## src/spi_status_pkg.sv

```systemverilog
/*
  Shared constants and carrier types for the serial port status flag block.
  Assumes an 8-bit special-function-register space and a single core clock.
*/
package spi_status_pkg;

  // Register offsets in the special-function-register space
  localparam logic [7:0] STATUS_ADDR = 8'hBD; // serial_port_status
  localparam logic [7:0] DATA_ADDR   = 8'hBC; // serial_data_register (write seen only)
  localparam logic [7:0] EVT_ADDR    = 8'hBE; // Sticky event status, write one to clear
  localparam logic [7:0] MASK_ADDR   = 8'hBF; // Event interrupt mask

  // Field positions, shared by status, event and mask registers
  localparam int DONE_BIT = 7; // transfer_done_flag
  localparam int WRITE_COLLISION_FLAG_BIT = 6; // write_collision_flag
  localparam int MODE_FAULT_FLAG_BIT = 5; // mode_fault_flag

  // Reset values
  localparam logic [7:0] STATUS_RST = 8'h00;
  localparam logic [7:0] EVT_RST    = 8'h00;
  localparam logic [7:0] MASK_RST   = 8'h00;
  localparam logic [7:0] RDATA_RST  = 8'h00;

  // Idle level of the active-low slave-select pin
  localparam logic SEL_IDLE = 1'b1;

  // Register bus request from the core
  typedef struct packed {
    logic [7:0] addr;  // Register address
    logic [7:0] wdata; // Write data
    logic       wr;    // Write strobe, one cycle
    logic       rd;    // Read strobe, one cycle
  } bus_req_t;

  // Indications from the shift engine and control register
  typedef struct packed {
    logic xferDone;   // One-cycle pulse at end of a transfer
    logic busy;       // shifter_busy_flag level
    logic masterMode; // Master mode selected
    logic selDetDis;  // select_detect_disable level
  } shift_ind_t;

endpackage

```

## src/spi_status_flags.sv

```systemverilog
/*
  Status flag logic of the serial peripheral interface: the three flags of
  serial_port_status, a sticky event register with mask, and interrupt outputs.
  Assumes the shift engine and control register run on core_clk, and that the
  slave-select pin is asynchronous and is synchronised here.
*/
`timescale 1ns/1ns

// Behaviour
// - Transfer end sets done flag, bit 7
// - Interrupt vectoring clears the done flag
// - Writing zero clears done; resets zero
// - Data write while busy sets collision, bit 6
// - Zero write or idle data write clears collision
// - Master, detect enabled, select low sets fault
// - Writing zero clears the mode fault flag unless the select is still held low
module spi_status_flags (
  input  wire logic                    core_clk,
  input  wire logic                    rst_n,
  input  wire spi_status_pkg::bus_req_t busReq,
  input  wire spi_status_pkg::shift_ind_t shiftInd,
  input  wire logic                    vectorAck,
  input  wire logic                    slaveSelectPin_n,
  output logic [7:0]                   regRdata,
  output logic                         spiIrq,
  output logic                         intrOut
);

  // Address decode

  logic hitStatus; // Address selects serial_port_status
  logic hitData;   // Address selects serial_data_register
  logic hitEvt;    // Address selects event status
  logic hitMask;   // Address selects event mask
  logic wrStatus;  // Write to serial_port_status
  logic wrData;    // Write to serial_data_register
  logic wrEvt;     // Write to event status
  logic wrMask;    // Write to event mask

  assign hitStatus = (busReq.addr == spi_status_pkg::STATUS_ADDR);
  assign hitData   = (busReq.addr == spi_status_pkg::DATA_ADDR);
  assign hitEvt    = (busReq.addr == spi_status_pkg::EVT_ADDR);
  assign hitMask   = (busReq.addr == spi_status_pkg::MASK_ADDR);
  assign wrStatus  = busReq.wr & hitStatus;
  assign wrData    = busReq.wr & hitData;
  assign wrEvt     = busReq.wr & hitEvt;
  assign wrMask    = busReq.wr & hitMask;

  // Slave-select synchroniser

  logic selSync_n; // Synchronised active-low slave select

  // Pin is asynchronous, two flops before any use
  bit_sync #(
    .RST_VAL (spi_status_pkg::SEL_IDLE)
  ) u_sel_sync (
    .core_clk (core_clk),
    .rst_n    (rst_n),
    .asyncIn  (slaveSelectPin_n),
    .syncOut  (selSync_n)
  );

  // Flag set and clear terms

  logic doneSet;  // End of transfer
  logic doneClr;  // Vectoring or zero write
  logic wcolSet;  // Data write while shifter busy
  logic wcolClr;  // Zero write or data write while idle
  logic modeOk;   // Master mode with detection enabled
  logic modfSet;  // Select held low under modeOk
  logic modfClr;  // Zero write to fault bit

  assign doneSet = shiftInd.xferDone;
  assign doneClr = vectorAck
                 | (wrStatus & ~busReq.wdata[spi_status_pkg::DONE_BIT]);
  assign wcolSet = wrData & shiftInd.busy;
  assign wcolClr = (wrStatus & ~busReq.wdata[spi_status_pkg::WRITE_COLLISION_FLAG_BIT])
                 | (wrData & ~shiftInd.busy);
  assign modeOk  = shiftInd.masterMode & ~shiftInd.selDetDis;
  assign modfSet = modeOk & ~selSync_n;
  assign modfClr = wrStatus & ~busReq.wdata[spi_status_pkg::MODE_FAULT_FLAG_BIT];

  // The three status flags

  logic doneFlag; // transfer_done_flag
  logic wcolFlag; // write_collision_flag
  logic modfFlag; // mode_fault_flag

  // Transfer complete, set wins over a clear in the same cycle
  sticky_flag u_done (
    .core_clk (core_clk),
    .rst_n    (rst_n),
    .setEv    (doneSet),
    .clrEv    (doneClr),
    .flag     (doneFlag)
  );

  // Write collision
  sticky_flag u_write_collision_flag (
    .core_clk (core_clk),
    .rst_n    (rst_n),
    .setEv    (wcolSet),
    .clrEv    (wcolClr),
    .flag     (wcolFlag)
  );

  // Mode fault; stays set while the select is still held low
  sticky_flag u_mode_fault_flag (
    .core_clk (core_clk),
    .rst_n    (rst_n),
    .setEv    (modfSet),
    .clrEv    (modfClr),
    .flag     (modfFlag)
  );

  logic [7:0] statusVal; // Read view of serial_port_status
  logic       anyFlag;   // Any status flag set

  assign statusVal = {doneFlag, wcolFlag, modfFlag, 5'h00};
  assign anyFlag   = doneFlag | wcolFlag | modfFlag;

  // Sticky events and mask

  logic       modfSetPrev_ff; // Last cycle's fault condition
  logic       modfEdge;       // Fault condition just appeared
  logic [7:0] evtSet;         // Event set vector
  logic [7:0] evtClr;         // Write-one-to-clear vector
  logic [7:0] evt_ff;         // Sticky event status
  logic [7:0] nxt_evt;        // Next event status
  logic [7:0] mask_ff;        // Event mask
  logic [7:0] nxt_mask;       // Next event mask

  assign modfEdge = modfSet & ~modfSetPrev_ff;
  assign evtSet   = {doneSet, wcolSet, modfEdge, 5'h00};
  assign evtClr   = wrEvt ? busReq.wdata : 8'h00;
  assign nxt_evt  = evtSet | (evt_ff & ~evtClr);
  assign nxt_mask = wrMask ? (busReq.wdata & 8'hE0) : mask_ff;

  // Event and mask storage; set beats a write-one clear
  always_ff @(posedge core_clk) begin
    if (!rst_n) begin
      modfSetPrev_ff <= 1'b0;
      evt_ff         <= spi_status_pkg::EVT_RST;
      mask_ff        <= spi_status_pkg::MASK_RST;
    end else begin
      modfSetPrev_ff <= modfSet;
      evt_ff         <= nxt_evt;
      mask_ff        <= nxt_mask;
    end
  end

  // Read data

  logic [7:0] rdMux;       // Selected read value
  logic [7:0] nxt_rdata;   // Next read data
  logic [7:0] regRdata_ff; // Registered read data

  assign rdMux = hitStatus ? statusVal :
                 hitEvt    ? evt_ff    :
                 hitMask   ? mask_ff   : 8'h00;
  // Data only in the cycle after a read strobe, zero otherwise
  assign nxt_rdata = busReq.rd ? rdMux : spi_status_pkg::RDATA_RST;

  // Interrupt outputs

  logic spiIrq_ff;  // Peripheral request
  logic intrOut_ff; // Masked event interrupt
  logic evtPending; // Some unmasked event is set

  assign evtPending = |(evt_ff & mask_ff);

  // Output flops
  always_ff @(posedge core_clk) begin
    if (!rst_n) begin
      regRdata_ff <= spi_status_pkg::RDATA_RST;
      spiIrq_ff   <= 1'b0;
      intrOut_ff  <= 1'b0;
    end else begin
      regRdata_ff <= nxt_rdata;
      spiIrq_ff   <= anyFlag;
      intrOut_ff  <= evtPending;
    end
  end

  assign regRdata = regRdata_ff;
  assign spiIrq   = spiIrq_ff;
  assign intrOut  = intrOut_ff;
endmodule

```

## src/bit_sync.sv

```systemverilog
/*
  Two-stage synchroniser for an asynchronous level.
  Assumes a synchronous active-low reset on the same clock.
*/
`timescale 1ns/1ns
module bit_sync #(
  parameter logic RST_VAL = 1'b0
) (
  input  wire logic core_clk,
  input  wire logic rst_n,
  input  wire logic asyncIn,
  output logic      syncOut
);
  logic meta_ff; // First stage, read only by the second stage
  logic sync_ff; // Second stage, safe to use

  // Shift the level through two flops
  always_ff @(posedge core_clk) begin
    if (!rst_n) begin
      meta_ff <= RST_VAL;
      sync_ff <= RST_VAL;
    end else begin
      meta_ff <= asyncIn;
      sync_ff <= meta_ff;
    end
  end

  assign syncOut = sync_ff;
endmodule

```

## src/sticky_flag.sv

```systemverilog
/*
  One hardware-set, clearable flag; a set in the cycle of a clear wins.
  Assumes set and clear are single-clock-domain terms.
*/
`timescale 1ns/1ns
module sticky_flag (
  input  wire logic core_clk,
  input  wire logic rst_n,
  input  wire logic setEv,
  input  wire logic clrEv,
  output logic      flag
);
  logic flag_ff;  // Stored flag
  logic nxt_flag; // Next value

  // Set has priority over clear
  assign nxt_flag = setEv | (flag_ff & ~clrEv);

  // Flag storage, zero after reset
  always_ff @(posedge core_clk) begin
    if (!rst_n) begin
      flag_ff <= 1'b0;
    end else begin
      flag_ff <= nxt_flag;
    end
  end

  assign flag = flag_ff;
endmodule

```

## config.mk

```make
export PLATFORM = sky130hd
export DESIGN_NAME = spi_status_flags
export DESIGN_NICKNAME = d
export VERILOG_FILES = /design/src/spi_status_pkg.sv /design/src/spi_status_flags.sv /design/src/bit_sync.sv /design/src/sticky_flag.sv
export SDC_FILE = /design/constraint.sdc
export NUM_CORES = 1
export LEC_CHECK = 0
export BUFFER_PORTS_ARGS = -buffer_cell sky130_fd_sc_hd__buf_2
export CORE_UTILIZATION = 44
export CTS_BUF_LIST = sky130_fd_sc_hd__clkbuf_16
export DETAILED_ROUTE_END_ITERATION = 10
export GPL_TIMING_DRIVEN = 1
export PLACE_DENSITY_LB_ADDON = 0.3
export SETUP_SLACK_MARGIN = 0.15
export SLEW_MARGIN = 0
export SYNTH_ARGS = -nofsm -noshare
export SYNTH_HDL_FRONTEND = slang
export SYNTH_SLANG_ARGS = --single-unit
```

## constraint.sdc

```tcl
create_clock -name core_clk -period 1 [get_ports core_clk]
set_clock_uncertainty 0.15 [all_clocks]
set_input_delay 0.05 -clock core_clk [delete_from_list [all_inputs] [get_ports core_clk]]
set_output_delay 0.05 -clock core_clk [all_outputs]
set_load 0.03 [all_outputs]
```

Yosys cells after proc, flatten, opt, wreduce, memory -nomap -nowiden
Cells that the tools add are included.
{"block": "op_classes", "add_sub_neg": 0, "n_mul": 0, "div_mod_pow": 0, "n_lt_le_gt_ge": 0, "n_eq_ne": 4, "shifts": 0, "n_mux": 4, "n_bitwise": 38, "reduce_logical": 3}
{"operator": "8-bit == test, second input constant", "n": 4}
{"operator": "8-bit two-way mux", "n": 4}
{"operator": "8-bit bitwise AND", "n": 2}
{"operator": "1-bit bitwise AND", "n": 15}
{"operator": "1-bit inverter", "n": 12}
{"operator": "8-bit inverter", "n": 1}
{"operator": "8-bit OR", "n": 1}
{"operator": "8-bit OR reduction", "n": 1}
{"operator": "1-bit OR", "n": 7}
{"operator": "3-bit OR reduction", "n": 1}
{"operator": "2-bit AND reduction", "n": 1}
{"block": "word_totals", "regBits": 27, "latch_bits": 0, "ramBits": 0, "rom_bits": 0, "in_bits": 26, "out_inout_bits": 10, "n_memories": 0}

Logic depth before layout (Yosys ltp)
{"block": "depth", "depth_word": 7, "ltp_mapped": 4, "mapped_depth_nobuf": 3}

Hierarchy
From an unflattened synthesis, not the netlist that was laid out.
{"block": "hier_totals", "cells_unflattened": 107, "area_unflattened_um2": 1088.5}
{"module": "spi_status_flags", "instances": 1, "cells_per_inst": 94, "area_per_inst_um2": 912.1, "seq_area_each_um2": 440.4}
{"module": "sticky_flag", "instances": 3, "cells_per_inst": 3, "area_per_inst_um2": 41.3, "seq_area_each_um2": 20.0}
{"module": "bit_sync", "instances": 1, "cells_per_inst": 4, "area_per_inst_um2": 52.6, "seq_area_each_um2": 40.0}

Worst setup path after synthesis
No wires, ideal clock.
{"block": "synth_timing", "path_type": "input-to-reg", "start": "input port busReq[10] (netlist bit)", "end": "register u_done.flag_ff, in the netlist u_done.flag", "setup_ps": 122, "arrival_time_ps": 806, "required_time_ps": 728, "setup_slack_ps": -78, "cell_stages": 4, "cell_sequence": "buf_2 or3b_1 o31ai_1 a21oi_1"}
{"block": "synth_between", "elab_chain_cells": 7}
{"item": "start, declared", "line": "spi_status_flags.sv:20", "rtl": "input wire spi_status_pkg::bus_req_t busReq,"}
{"item": "8-bit == test", "line": "spi_status_flags.sv:40", "rtl": "assign hitStatus = (busReq.addr == spi_status_pkg::STATUS_ADDR);"}
{"item": "1-bit bitwise AND", "line": "spi_status_flags.sv:44", "rtl": "assign wrStatus = busReq.wr & hitStatus;"}
{"item": "1-bit bitwise AND", "line": "spi_status_flags.sv:75", "rtl": "| (wrStatus & ~busReq.wdata[spi_status_pkg::DONE_BIT]);"}
{"item": "1-bit OR", "line": "spi_status_flags.sv:75"}
{"item": "1-bit inverter", "line": "sticky_flag.sv:17", "rtl": "assign nxt_flag = setEv | (flag_ff & ~clrEv);"}
{"item": "1-bit bitwise AND", "line": "sticky_flag.sv:17"}
{"item": "1-bit OR", "line": "sticky_flag.sv:17"}
{"item": "end signal, assigned", "line": "sticky_flag.sv:24", "rtl": "flag_ff <= nxt_flag;"}
{"item": "end, declared", "line": "sticky_flag.sv:13", "rtl": "logic flag_ff;"}
No other way between the ends.
A chain may end at the register's enable or synchronous reset.

Worst setup path in the final report
{"block": "layout_timing", "start": "input port busReq[14] (netlist bit)", "end": "register mask_ff[5]"}
{"block": "layout_between", "elab_chain_cells": 2}
{"item": "8-bit == test", "line": "spi_status_flags.sv:43", "rtl": "assign hitMask = (busReq.addr == spi_status_pkg::MASK_ADDR);"}
{"item": "1-bit bitwise AND", "line": "spi_status_flags.sv:47", "rtl": "assign wrMask = busReq.wr & hitMask;"}
{"item": "end signal, assigned", "line": "spi_status_flags.sv:144", "rtl": "mask_ff <= spi_status_pkg::MASK_RST;"}
{"item": "end signal, assigned", "line": "spi_status_flags.sv:148", "rtl": "mask_ff <= nxt_mask;"}
{"item": "end, declared", "line": "spi_status_flags.sv:130", "rtl": "logic [7:0] mask_ff;"}
No other way between the ends.

==> metrics.yaml <==
cts_buffer_depth: 2
syn_inst: 110
max_stage_delay_ps: 320
via_per_inst: 5.749
ys_seq_area_share_pct: 48.81
nFillCells: 137
die_y_um: 52.17
drive_gt1_share_pct: 63.16
min_path_type: "input port to register"
fmax_ghz: 0.9025
finish.instance_area_sq_um: 1864
coreArea_sq_um: 2297
yosysMostFrequentCell: "dfxtp_1"
status: "finished, violations left"
worstSetupStartpointType: "input port"
finalWorstSetupSlack_ps: -108.0
ys_top_cells_by_area: "dfxtp_1 49%, a21oi_1 5.4%, a2111oi_2 4.1%"
pin_count: 36
finalHoldViolCount: 4
crit_arrival_ps: 1090
grt_usage_pct: 24.36
setup_violations: 6
gp_congestion: 0.8137
avgRoutedWirePerCell_um: 18.09
dp_slack_ps: -346.4
detail-route-antenna-nets: 0
fin_crit_ps: 1108
first_pass_iters: 4
synth_fa_ha_area_share_pct: 0
critPathCaptureType: "register"
worst-path-max-fanout: 8
synth_cell_types: 33
switching_share_pct: 23.25
power_frac_seq_pct: 47.4
critPathKind: "input port to register"
timing.final.crit_share_pct: 110.8
yosysWarnings: 0
power_mw: 2.329
vias: 1144
synth-seq-cells: 27
synth_area_sq_um: 1107
cts_buffers: 3
port_buffers: 35
first_iter_violations: 54
synth.top_cell.area_share_pct: 48.81
wl_um: 3600
initial_utilization_pct: 48.20
drv_slew: 0
clk_latency_ps: 260
yosys-top-cells-count: "27 x dfxtp_1, 12 x a21oi_1, 8 x nand2_1"
fin_tns_setup_ps: -296.3
fin_hold_ws_ps: -79.71
ys_async_sr_fraction_pct: 0
synth.net_count: 136
grt_max_degree: 17
violations: "hold timing, setup timing"
switchingPower_mw: 0.5416
cellLeakagePower_nw: 0.7663
clk_pin_slew_ps: 70
nets: 198
p_clk_share_pct: 39.5
yosys.area.top_type: "dfxtp_1"
area_growth_pct: 68.36
tritoncts_num_sinks: 27
comb_power_share_pct: 13.1
yosys-mux-area-fraction_pct: 0
cts-root-buf: "clkbuf_16"
globalRouteOverflowTotal: 0
rsz0062_at_grt: "yes"
diodes: 0
worst_slew_pin_slew_ps: 471.6
ir_worst_vdd_mv: 1.029
synth-compound-area-share_pct: 18.53
synth-edff-count: 0
synth_flop_cell: "dfxtp_1"
cpMaxStageDelayCell: "o31ai_1"
rows: 17
critPathRequiredTime_ps: 980
cp_common_cell: "buf_6"
grt_first_pass_wirelength_um: 4767
htree_num_levels: 1
placed_area_sq_um: 1401
cts_hold_buf: 6
synth-xor-area-share_pct: 0
syn_area_per_cell_sq_um: 10.07
crit_chain: "buf_6 > nand4_1 > buf_6 > buf_4 > o31ai_1 > a21oi_1"
dieArea_sq_um: 2721
cts_tree: "yes"
synth-simple-area-share_pct: 27.68
dp_hpwl_um: 1920
synth_top_family_by_area: "simple AND/OR/NAND/NOR gates"
fp.dieW_um: 52.17
drc: 0
antenna_found_initial: 0
p_int_mw: 1.788
maxSlewHeadroom_pct: 68.32
pwr_density_cell_nw_per_um2: 1249
grt_pass1_vias: 1039
drv_cap: 0
layer usage:
layer | global-route usage (%) | share of wire [%] | vias to the layer above
li1 | - | - | 524
met1 | 29.75 | 37 | 521
met2 | 40.60 | 51 | 77
met3 | 5.556 | 7.1 | 22
met4 | 10.53 | 5.2 | 0
met5 | 0 | 0 | -
cells in the final DEF (no fill, tap or decap), types with 3 or more instances in the layout:
| cell type | Yosys | layout |
|---|---|---|
| a21oi_1 | 12 | 5 |
| a21oi_2 | 0 | 5 |
| and2_1 | 6 | 6 |
| buf_2 | 2 | 18 |
| buf_4 | 2 | 18 |
| buf_6 | 0 | 19 |
| clkbuf_16 | 0 | 3 |
| dfxtp_1 | 27 | 11 |
| dfxtp_2 | 0 | 15 |
| dlygate4sd3_1 | 0 | 6 |
| inv_1 | 7 | 6 |
| nand2_1 | 8 | 7 |
| nand2b_1 | 4 | 3 |
| nand4_1 | 4 | 4 |
| nor4_4 | 2 | 3 |
| o21ai_1 | 1 | 3 |
| o31ai_2 | 0 | 4 |
registers in the layout, indices dropped and copies added, names as in the netlist:
name / count
evt_ff: 8
intrOut: 1
mask_ff: 3
modfSetPrev_ff: 1
regRdata: 8
spiIrq: 1
u_done.flag: 1
u_mode_fault_flag.flag: 1
u_sel_sync.meta_ff: 1
u_sel_sync.syncOut: 1
u_write_collision_flag.flag: 1
power by group through the flow:
stage	Combinational, mW	Sequential [mW]	Clock (mW)
3_5_place_dp	0.205	1.12	0
4_1_cts	0.265	1.10	0.908
3_3_place_gp	0.200	1.12	0
5_1_grt	0.321	1.10	0.969
2_1_floorplan	0.0977	1.13	0
6_report	0.305	1.10	0.919
kinds of logic (layout without fill, tap and decap cells):
logic type / after synthesis / in the layout
AND/OR/NAND/NOR: 42 / 42
AO/OA/AOI/OAI: 29 / 29
flip-flops: 27 / 27
buffers and inverters: 12 / 73
critical path, delay by kind of cell:
kind | cells | cell delay [ps]
and+or+nand+nor | 1 | 160
AOI/OAI and AO/OA | 2 | 450
buffers and inverters | 3 | 430
path summary, 6_finish.rpt:
path	startpoint	endpoint	slack (ps)	cells after the start
worst max-delay path	busReq[14]	mask_ff[5]	-110	6
worst min-delay path	shiftInd[3]	u_done.flag	-80	3
worst max register to register	evt_ff[5]	intrOut	-70	2
worst min register to register	u_sel_sync.meta_ff	u_sel_sync.syncOut	270	1
stage by stage:
step           cells  util (%)
2_1_floorplan    110         -
3_3_place_gp     182     61.00
3_5_place_dp     182     61.00
4_1_cts          194     75.98
5_1_grt          199     81.15
6_report         199     81.15
timing repair:
| item | in CTS | in global routing |
|---|---|---|
| hold endpoints to repair | 10 | 3 |
| endpoints found under the setup margin | 32 | 34 |
| gates resized for setup | 56 | 21 |
| buffers inserted | 2 | 5 |
| pin swaps | 8 | 9 |
cell type report:
type / count / area, sq um / area share (%)
clock buffer: 3 / 75.07 / 4.027
timing repair buffer: 61 / 499.2 / 26.78
clock inverter: 1 / 7.507 / 0.4027
sequential: 27 / 563.0 / 30.20
tap: 28 / 35.03 / 1.879
inverter: 8 / 30.03 / 1.611
multi-input combinational: 71 / 654.4 / 35.10
Note: power is estimated with default switching activity, not from simulation.
